$ cat src/hdl/upconv_regs_defs.svh
// Offsets, field positions and reset values of the upper register map
`ifndef UPCONV_REGS_DEFS_SVH
`define UPCONV_REGS_DEFS_SVH
`define ADDR_AMP_SCALE 9'h009
`define ADDR_SYNC 9'h00a
`define ADDR_PROFILE_FIRST 9'h00e
`define ADDR_PROFILE_LAST 9'h015
`define ADDR_RAM_PORT 9'h016
`define ADDR_PIN_DIR 9'h018
`define ADDR_PIN_DATA 9'h198
`define AMP_RATE_HI 31
`define AMP_RATE_LO 16
`define AMP_SCALE_HI 15
`define AMP_SCALE_LO 2
`define AMP_STEP_HI 1
`define AMP_STEP_LO 0
`define SYNC_VALID_HI 31
`define SYNC_VALID_LO 28
`define SYNC_RX_EN 27
`define SYNC_GEN_EN 26
`define SYNC_GEN_POL 25
`define SYNC_PRESET_HI 23
`define SYNC_PRESET_LO 18
`define SYNC_GEN_DLY_HI 15
`define SYNC_GEN_DLY_LO 11
`define SYNC_RX_DLY_HI 7
`define SYNC_RX_DLY_LO 3
`define SYNC_WMASK 32'hfefcf8f8
`define AMP_RESET 32'h0000_0000
`define SYNC_RESET 32'h0000_0000
`define PROFILE_RESET 64'h0000_0000_0000_0000
`define PIN_DIR_RESET 16'h0000
`define ST_AMP_HI 61
`define ST_AMP_LO 48
`define ST_WMASK 64'h3fff_ffff_ffff_ffff
`define PH_HI 47
`define PH_LO 32
`define FTW_HI 31
`define FTW_LO 0
`define QD_INTERP_HI 63
`define QD_INTERP_LO 58
`define QD_INVERT 57
`define QD_ICCI_BYP 56
`define QD_OSF_HI 55
`define QD_OSF_LO 48
`define MODE_QUAD 2'b00
`define MODE_SINGLE 2'b01
`define MODE_INTERP 2'b10
`define AMP_MAX 14'h3fff
`define AMP_RATE_ONE 16'h0001
`endif

$ cat src/hdl/upconv_regs_pkg.sv
// Types shared by the upper register map
package upconv_regs_pkg;
   typedef enum logic [1:0] {ramp_idle, ramp_up, ramp_down} ramp_state_type;
   typedef logic [63:0] profile_type;
endpackage : upconv_regs_pkg

$ cat src/hdl/upconv_regs.sv
// Amplitude, sync, profile, RAM port and pin-direction registers
`timescale 1ns/1ps
`default_nettype none
`include "upconv_regs_defs.svh"
// What this block does
// [RULE_01] Amplitude register effective only when scaling enabled
// [RULE_02] Ramp rate paces ramp updates, ramp only
// [RULE_03] No ramp, no keying: scale applied directly
// [RULE_04] Manual keying: scale applied while keying pin high
// [RULE_05] Ramping: scale field is amplitude ceiling
// [RULE_06] Step size picks ramp increment, ramp only
// [RULE_07] Validation delay field, four bits, reset zero
// [RULE_08] Bit 27 enables sync receiver, reset off
// [RULE_09] Bit 26 enables sync generator, reset off
// [RULE_10] Bit 25 picks generator clock edge
// [RULE_11] Sync pulse loads six-bit state preset
// [RULE_12] Generator delay field, five bits, reset zero
// [RULE_13] Receiver delay field, five bits, reset zero
// [RULE_14] Eight consecutive profiles, layout set by mode
// [RULE_15] Profile pins select the active profile
// [RULE_16] Single tone: amplitude, phase, frequency fields
// [RULE_17] Quadrature: interpolation and output scale fields
// [RULE_18] Bit 57 selects modulator sign
// [RULE_19] Bit 56 bypasses inverse comb filter
// [RULE_20] Interpolating mode uses only three fields
// [RULE_21] RAM port word count from segment addresses
// [RULE_22] Pin data bits follow direction config
// [RULE_23] Trigger edges select RAM segment zero/one
// [RULE_24] Unassigned bits ignore writes, read zero
module upconv_regs #(
   parameter int PROFILES = 8,
   parameter int RAM_AW = 10
) (
   input wire logic clk,
   input wire logic sys_rst,
   input wire logic reg_wr,
   input wire logic reg_rd,
   input wire logic [8:0] reg_addr,
   input wire logic [63:0] reg_wdata,
   output logic [63:0] reg_rdata,
   output logic reg_hit,
   input wire logic amplitude_scaling_en,
   input wire logic amplitude_ramp_en,
   input wire logic amplitude_keying_manual,
   input wire logic amplitude_keying,
   input wire logic [1:0] operating_mode,
   input wire logic ram_enable,
   input wire logic ram_trigger_pin,
   input wire logic [2:0] profile_pins,
   input wire logic sync_pulse,
   input wire logic [RAM_AW-1:0] seg0_start,
   input wire logic [RAM_AW-1:0] seg0_end,
   input wire logic [RAM_AW-1:0] seg1_start,
   input wire logic [RAM_AW-1:0] seg1_end,
   input wire logic [15:0] pin_in,
   output logic [15:0] pin_out,
   output logic [15:0] pin_oe_n,
   output logic [13:0] synth_amplitude,
   output logic [31:0] freq_word,
   output logic [15:0] phase_word,
   output logic [7:0] output_scale,
   output logic [5:0] interp_factor,
   output logic spectral_invert,
   output logic inv_comb_bypass,
   output logic [3:0] sync_valid_delay,
   output logic sync_rx_enable,
   output logic sync_gen_enable,
   output logic sync_gen_falling,
   output logic [4:0] sync_gen_delay,
   output logic [4:0] sync_rx_delay,
   output logic [5:0] sync_state,
   output logic ram_segment_sel,
   output logic ram_wr,
   output logic [RAM_AW-1:0] ram_waddr,
   output logic [31:0] ram_wdata,
   output logic ram_port_busy
);
   import upconv_regs_pkg::*;

   logic [31:0] amp_q;
   logic [31:0] sync_q;
   profile_type profile_q [PROFILES];
   logic [15:0] dir_q;
   logic [15:0] dout_q;
   logic [5:0] sync_state_q;
   logic trig_q;
   logic seg_q;
   logic [RAM_AW-1:0] waddr_q;
   logic [RAM_AW-1:0] wend_q;
   logic busy_q;
   logic ram_wr_q;
   logic [31:0] ram_wdata_q;
   logic [13:0] amp_q_ramp;
   logic [15:0] ramp_cnt_q;
   ramp_state_type ramp_q;
   logic [63:0] rdata_q;
   logic [13:0] amp_out_q;
   profile_type act;
   logic [13:0] ceiling;
   logic [13:0] step;

   function automatic logic prof_hit(input logic [8:0] a);
      prof_hit = (a >= `ADDR_PROFILE_FIRST) && (a <= `ADDR_PROFILE_LAST);
   endfunction : prof_hit

   function automatic logic [13:0] step_of(input logic [1:0] s);
      step_of = 14'h0001 << s;
   endfunction : step_of

   always_ff @(posedge clk or posedge sys_rst) begin
      if (sys_rst) begin
         amp_q <= `AMP_RESET;
      end else if (reg_wr && reg_addr == `ADDR_AMP_SCALE) begin
         amp_q <= reg_wdata[31:0];
      end
   end

   always_ff @(posedge clk or posedge sys_rst) begin
      if (sys_rst) begin
         sync_q <= `SYNC_RESET; // [RULE_07] [RULE_08] [RULE_09] [RULE_12] [RULE_13]
      end else if (reg_wr && reg_addr == `ADDR_SYNC) begin
         sync_q <= reg_wdata[31:0] & `SYNC_WMASK; // [RULE_24]
      end
   end

   // One layout for all slots; which bits are held depends on mode at write
   always_ff @(posedge clk or posedge sys_rst) begin
      if (sys_rst) begin
         for (int i = 0; i < PROFILES; i++) begin
            profile_q[i] <= `PROFILE_RESET;
         end
      end else if (reg_wr && prof_hit(reg_addr)) begin
         for (int i = 0; i < PROFILES; i++) begin
            if (reg_addr - `ADDR_PROFILE_FIRST == 9'(i)) begin // [RULE_14]
               if (operating_mode == `MODE_SINGLE) begin
                  profile_q[i] <= reg_wdata & `ST_WMASK; // [RULE_16] [RULE_24]
               end else begin
                  profile_q[i] <= reg_wdata; // [RULE_17]
               end
            end
         end
      end
   end

   always_ff @(posedge clk or posedge sys_rst) begin
      if (sys_rst) begin
         dir_q <= `PIN_DIR_RESET;
      end else if (reg_wr && reg_addr == `ADDR_PIN_DIR) begin
         dir_q <= reg_wdata[15:0];
      end
   end

   always_ff @(posedge clk or posedge sys_rst) begin
      if (sys_rst) begin
         dout_q <= 16'h0000;
      end else if (reg_wr && reg_addr == `ADDR_PIN_DATA) begin
         dout_q <= reg_wdata[15:0]; // Only bits set as outputs reach pins
      end
   end

   assign pin_out = dout_q;
   assign pin_oe_n = ~dir_q; // [RULE_22]

   // Sync state generator: preset on sync pulse while receiver enabled, else counts while generator enabled
   always_ff @(posedge clk or posedge sys_rst) begin
      if (sys_rst) begin
         sync_state_q <= 6'h00;
      end else if (sync_pulse && sync_q[`SYNC_RX_EN]) begin
         sync_state_q <= sync_q[`SYNC_PRESET_HI:`SYNC_PRESET_LO]; // [RULE_11]
      end else if (sync_q[`SYNC_GEN_EN]) begin
         sync_state_q <= sync_state_q + 6'h01;
      end
   end

   assign sync_valid_delay = sync_q[`SYNC_VALID_HI:`SYNC_VALID_LO]; // [RULE_07]
   assign sync_rx_enable = sync_q[`SYNC_RX_EN]; // [RULE_08]
   assign sync_gen_enable = sync_q[`SYNC_GEN_EN]; // [RULE_09]
   assign sync_gen_falling = sync_q[`SYNC_GEN_POL]; // [RULE_10]
   assign sync_gen_delay = sync_q[`SYNC_GEN_DLY_HI:`SYNC_GEN_DLY_LO]; // [RULE_12]
   assign sync_rx_delay = sync_q[`SYNC_RX_DLY_HI:`SYNC_RX_DLY_LO]; // [RULE_13]
   assign sync_state = sync_state_q;

   // RAM segment pick on trigger edges
   always_ff @(posedge clk or posedge sys_rst) begin
      if (sys_rst) begin
         trig_q <= 1'b0;
         seg_q <= 1'b0;
      end else begin
         trig_q <= ram_trigger_pin;
         if (ram_enable && ram_trigger_pin && !trig_q) begin
            seg_q <= 1'b0; // [RULE_23]
         end else if (ram_enable && !ram_trigger_pin && trig_q) begin
            seg_q <= 1'b1; // [RULE_23]
         end
      end
   end

   assign ram_segment_sel = seg_q;

   // RAM port: first write arms the span, words then fill start..end
   always_ff @(posedge clk or posedge sys_rst) begin
      if (sys_rst) begin
         busy_q <= 1'b0;
         waddr_q <= '0;
         wend_q <= '0;
         ram_wr_q <= 1'b0;
         ram_wdata_q <= 32'h0000_0000;
      end else begin
         ram_wr_q <= 1'b0;
         if (reg_wr && reg_addr == `ADDR_RAM_PORT) begin
            ram_wr_q <= 1'b1;
            ram_wdata_q <= reg_wdata[31:0];
            if (!busy_q) begin
               waddr_q <= seg_q ? seg1_start : seg0_start; // [RULE_21]
               wend_q <= seg_q ? seg1_end : seg0_end;
               busy_q <= (seg_q ? seg1_start : seg0_start) != (seg_q ? seg1_end : seg0_end);
            end else begin
               waddr_q <= waddr_q + 1'b1;
               busy_q <= (waddr_q + 1'b1) != wend_q; // [RULE_21]
            end
         end
      end
   end

   assign ram_wr = ram_wr_q;
   assign ram_waddr = waddr_q;
   assign ram_wdata = ram_wdata_q;
   assign ram_port_busy = busy_q;

   assign act = profile_q[profile_pins]; // [RULE_15]
   assign ceiling = amp_q[`AMP_SCALE_HI:`AMP_SCALE_LO];
   assign step = step_of(amp_q[`AMP_STEP_HI:`AMP_STEP_LO]); // [RULE_06]

   // Amplitude ramp: keying pin steers direction, capped at the ceiling
   always_ff @(posedge clk or posedge sys_rst) begin
      if (sys_rst) begin
         ramp_q <= ramp_idle;
         ramp_cnt_q <= 16'h0000;
         amp_q_ramp <= 14'h0000;
      end else if (!(amplitude_scaling_en && amplitude_ramp_en)) begin
         ramp_q <= ramp_idle;
         ramp_cnt_q <= 16'h0000;
         amp_q_ramp <= 14'h0000;
      end else begin
         ramp_q <= amplitude_keying ? ramp_up : ramp_down;
         if (ramp_cnt_q + `AMP_RATE_ONE >= amp_q[`AMP_RATE_HI:`AMP_RATE_LO]) begin // [RULE_02]
            ramp_cnt_q <= 16'h0000;
            case (ramp_q)
               ramp_up: begin
                  if ({1'b0, amp_q_ramp} + {1'b0, step} >= {1'b0, ceiling}) begin
                     amp_q_ramp <= ceiling; // [RULE_05]
                  end else begin
                     amp_q_ramp <= amp_q_ramp + step; // [RULE_06]
                  end
               end
               ramp_down: begin
                  amp_q_ramp <= (amp_q_ramp > step) ? amp_q_ramp - step : 14'h0000;
               end
               default: begin
                  amp_q_ramp <= amp_q_ramp;
               end
            endcase
         end else begin
            ramp_cnt_q <= ramp_cnt_q + 16'h0001;
         end
      end
   end

   always_ff @(posedge clk or posedge sys_rst) begin
      if (sys_rst) begin
         amp_out_q <= 14'h0000;
      end else if (!amplitude_scaling_en) begin
         amp_out_q <= (operating_mode == `MODE_SINGLE) ? act[`ST_AMP_HI:`ST_AMP_LO] : `AMP_MAX; // [RULE_01]
      end else if (amplitude_ramp_en) begin
         amp_out_q <= amp_q_ramp; // [RULE_05]
      end else if (!amplitude_keying_manual) begin
         amp_out_q <= ceiling; // [RULE_03]
      end else begin
         amp_out_q <= amplitude_keying ? ceiling : 14'h0000; // [RULE_04]
      end
   end

   assign synth_amplitude = amp_out_q;

   // Interpolating mode passes only scale, factor and bypass
   always_comb begin
      freq_word = act[`FTW_HI:`FTW_LO];
      phase_word = act[`PH_HI:`PH_LO];
      output_scale = act[`QD_OSF_HI:`QD_OSF_LO];
      interp_factor = act[`QD_INTERP_HI:`QD_INTERP_LO]; // [RULE_17]
      spectral_invert = act[`QD_INVERT]; // [RULE_18]
      inv_comb_bypass = act[`QD_ICCI_BYP]; // [RULE_19]
      if (operating_mode == `MODE_SINGLE) begin
         output_scale = 8'h00;
         interp_factor = 6'h00;
         spectral_invert = 1'b0;
         inv_comb_bypass = 1'b0;
      end else if (operating_mode == `MODE_INTERP) begin
         freq_word = 32'h0000_0000; // [RULE_20]
         phase_word = 16'h0000;
         spectral_invert = 1'b0;
      end
   end

   // Read mux, registered one cycle after the strobe
   always_ff @(posedge clk or posedge sys_rst) begin
      if (sys_rst) begin
         rdata_q <= 64'h0000_0000_0000_0000;
      end else if (reg_rd) begin
         rdata_q <= 64'h0000_0000_0000_0000; // [RULE_24]
         if (reg_addr == `ADDR_AMP_SCALE) begin
            rdata_q <= {32'h0000_0000, amp_q};
         end else if (reg_addr == `ADDR_SYNC) begin
            rdata_q <= {32'h0000_0000, sync_q};
         end else if (prof_hit(reg_addr)) begin
            rdata_q <= profile_q[3'(reg_addr - `ADDR_PROFILE_FIRST)];
         end else if (reg_addr == `ADDR_PIN_DIR) begin
            rdata_q <= {48'h0, dir_q};
         end else if (reg_addr == `ADDR_PIN_DATA) begin
            rdata_q <= {48'h0, (dir_q & dout_q) | (~dir_q & pin_in)}; // [RULE_22]
         end
      end
   end

   assign reg_rdata = rdata_q;
   assign reg_hit = (reg_addr == `ADDR_AMP_SCALE) || (reg_addr == `ADDR_SYNC)
      || prof_hit(reg_addr) || (reg_addr == `ADDR_RAM_PORT)
      || (reg_addr == `ADDR_PIN_DIR) || (reg_addr == `ADDR_PIN_DATA);
endmodule : upconv_regs
`default_nettype wire

$ cat config.mk
export PLATFORM = sky130hd
export DESIGN_NAME = upconv_regs
export DESIGN_NICKNAME = d
export VERILOG_FILES = /design/src/hdl/upconv_regs_pkg.sv /design/src/hdl/upconv_regs.sv
export VERILOG_INCLUDE_DIRS = /design/src /design/src/hdl
export SDC_FILE = /design/constraint.sdc
export NUM_CORES = 2
export LEC_CHECK = 0
export BUFFER_PORTS_ARGS = -buffer_cell sky130_fd_sc_hd__buf_2
export CORE_ASPECT_RATIO = 0.75
export CORE_MARGIN = 2
export CORE_UTILIZATION = 35
export DETAILED_ROUTE_END_ITERATION = 10
export GPL_TIMING_DRIVEN = 1
export PLACE_DENSITY_LB_ADDON = 0.05
export SLEW_MARGIN = 20
export SYNTH_ARGS = -nofsm -noshare
export SYNTH_HDL_FRONTEND = slang
export SYNTH_SLANG_ARGS = --single-unit
$ cat constraint.sdc
create_clock -name clk -period 55.7 [get_ports clk]
set_input_delay 16.71 -clock clk [delete_from_list [all_inputs] [get_ports clk]]
set_output_delay 16.71 -clock clk [all_outputs]
set_load 0.005 [all_outputs]
==> impl_metrics.tcl <==
set metrics [dict create \
    run_status "complete, no violations" \
    leakage_nw 22.4 \
    async_flop_share_pct 100 \
    synth-edff-count 0 \
    tightest_slew_ns 1.14 \
    hold_viol 0 \
    hold_class "reg2reg" \
    antenna_found_initial 19 \
    insertion_delay_ns 0.66 \
    ys.flop_type "dfrtp_1" \
    rrSetupSlack_ns 51.04 \
    synthesis.area_um2 40500 \
    arrival_ns 19.53 \
    switching_power_uw 331 \
    routed_wl_um 139000 \
    antenna_left 0 \
    grt_max_degree 173 \
    final_nets 3553 \
    fin_skew_ns 0.0212 \
    yosys_register_bits 771 \
    register_area_um2 19300 \
    setup_viol 0 \
    p_seq_share_pct 45.5 \
    cts.path.max_buffers 3 \
    area.growth.synth_to_final_pct 14.9 \
    startpoint "profile_pins[1]" \
    relSlewSlack_pct 24.3 \
    grt_pass1_vias 29070 \
    post-route-util_pct 40.4 \
    cts-htree-levels 3 \
    fin_tns_setup_ns 0 \
    vias 27826 \
    postSynthAreaPerCell_um2 13.1 \
    first_pass_iters 5 \
    rsz0062_at_grt "false" \
    synth_common_cells "dfrtp_1, mux2_2, mux4_2" \
    fmax_ghz 0.0276 \
    wl_per_cell_um 27.9 \
    synth_top_area_share_pct 47.6 \
    critPathLaunchType "primary input" \
    synth.largest_area_cell "dfrtp_1" \
    power_density_nw_per_um2 27.2 \
    switching_share_pct 26.1 \
    fill_cells 10904 \
    max-vdd-ir-drop_uv 20.2 \
    cts.sinks 771 \
    cts_buffers 87 \
    overflow 0 \
    drv_cap 0 \
    cts_tree "yes" \
    min_period_ns 36.24 \
    worst_setup_path_end_kind "primary output" \
    port_buffers 387 \
    io_pins 388 \
    seq_area_frac_synth_pct 47.6 \
    synthDistinctLibCells 62 \
    hpwl_um 88200 \
    die-width_um 397 \
    combPwrFrac_pct 9.3 \
    drive_gt1_share_pct 42.6 \
    r2r-start "amp_q[1]" \
    synth_most_common_cell "dfrtp_1" \
    dp.cells 4811 \
    clk_transition_reported_paths_ns 0.06 \
    grt_pass1_wl_um 205000 \
    die_h_um 299 \
    synth_cells 3092 \
    post-cts-setup-buffer-count 0 \
    internal_power_uw 938 \
    path_max_fanout 70 \
    crit_required_ns 38.99 \
    fin_crit_sh_pct 65.1 \
    hp-start "ram_wdata[20]" \
    vias_per_cell 5.60 \
    hold_buffers 0 \
    multi_input_area_um2 19800 \
    synthTopCellsByArea "dfrtp_1, mux2_2, mux4_2" \
    drt_iter0_markers 2079 \
    layout.cells.non_filler 4970 \
    gp_congestion 0.879 \
    final-max-slew-violation-count 0 \
    start_util_pct 35.2 \
    cts_root_buf "clkbuf_16" \
    groute.usage.overall_pct 23.2 \
    row_count 108 \
    cts_resized 0 \
    core_um2 115000 \
    p_clk_share_pct 45.2 \
    critical_path_class "in2out" \
    drc 0 \
    syn-num-nets 3284 \
    ys_warn_count 0 \
    dieArea_um2 119000 \
]
==> layout make-up <==
type                       instances  area share [%]
tap                             1540            4.14
clock inverter                    29           0.634
timing repair buffer             432            5.04
multi-input combinational       1953            42.5
sequential                       771            41.4
antenna                            4          0.0215
inverter                         116           0.951
clock buffer                     125            5.32
==> metrics by stage <==
stage | instance area, µm² | power (mW) | worst slack, ns | hold slack (ns)
floorplan | 40500 | 0.658 | 17.35 | 0.438
global placement | 43700 | 0.704 | 19.45 | 0.455
detailed placement | 43700 | 0.705 | 19.41 | 0.459
CTS | 46500 | 1.29 | 19.41 | 0.476
global route | 46600 | 1.32 | 19.37 | 0.502
finish | 46600 | 1.27 | 19.46 | 0.476
==> per-layer routing <==
metal / up-vias / part of all wire, % / GRT usage, %
met4: 10 / 1.9 / 4.73
met2: 827 / 46 / 35.9
met3: 178 / 5.4 / 4.32
li1: 11916 / - / -
met1: 14895 / 47 / 34.0
met5: - / 0.040 / 0
==> path summary, 6_finish.rpt <==
| path | to | cells past startpoint |
|---|---|---|
| max | output_scale[1] | 6 |
| min | ram_wdata[20] | 2 |
| max reg2reg | amp_q_ramp[11] | 18 |
| min reg2reg | ram_wdata[20] | 2 |
| max in group asynchronous | profile_q[415] | 4 |
| min in group asynchronous | synth_amplitude[9] | 2 |
==> registers in the layout (all words and copies together), names as in the netlist <==
name and count:
amp_q 32, amp_q_ramp 14, dir_q 16, pin_out 16, profile_q 512, ram_port_busy 1
ram_segment_sel 1, ram_waddr 10, ram_wdata 32, ram_wr 1, ramp_cnt_q 16, ramp_q 2
reg_rdata 64, sync_q 23, sync_state 6, synth_amplitude 14, trig_q 1, wend_q 10
==> worst max-delay path, cell delays in order <==
cell and delay (ns):
buf_6 0.66, buf_4 0.95, mux4_2 0.43, mux2i_1 0.50, nor2_1 0.07, buf_2 0.15
==> power groups by stage <==
stage          clock network, mW  logic [mW]  registers, mW
2_1_floorplan                  0      0.0724          0.585
3_3_place_gp                   0       0.117          0.587
3_5_place_dp                   0       0.118          0.587
4_1_cts                    0.591       0.119          0.577
5_1_grt                    0.615       0.129          0.578
6_report                   0.574       0.117          0.577
==> placed cells by master (no fill, tap or decap), types with 7 or more instances in the layout <==
cell,Yosys,layout
mux2i_1,134,134
ha_1,45,44
o21ai_0,110,110
clkbuf_16,0,87
clkbuf_8,0,18
clkbuf_1,132,22
nand3_1,22,21
o22ai_1,50,50
nand2_1,203,200
o221ai_1,7,7
a221o_1,14,14
o211ai_1,24,24
inv_1,116,114
mux2_2,610,610
nand2b_1,19,19
xnor2_1,42,42
o22a_1,10,10
a22oi_1,16,16
clkinv_2,0,14
dfrtp_1,771,771
a21oi_1,96,95
xor2_1,32,32
nor2b_1,28,26
and3_1,7,7
mux4_2,256,256
buf_2,59,381
a211oi_1,8,8
nor2_1,115,113
buf_4,22,44
nand4_1,9,9
nor3_1,13,13
==> kinds of logic after synthesis <==
| kind of cell | count (synthesis) | synth area share, % |
|---|---|---|
| AO/OA/AOI/OAI | 369 | 5.64 |
| XOR/XNOR | 74 | 1.60 |
| adder cells (fa/ha/maj) | 47 | 1.49 |
| buffers and inverters | 368 | 3.91 |
| flip-flops | 771 | 47.6 |
| multiplexers | 1004 | 34.6 |
| AND/OR/NAND/NOR | 459 | 5.16 |
Power figures use the tool's default switching activity.
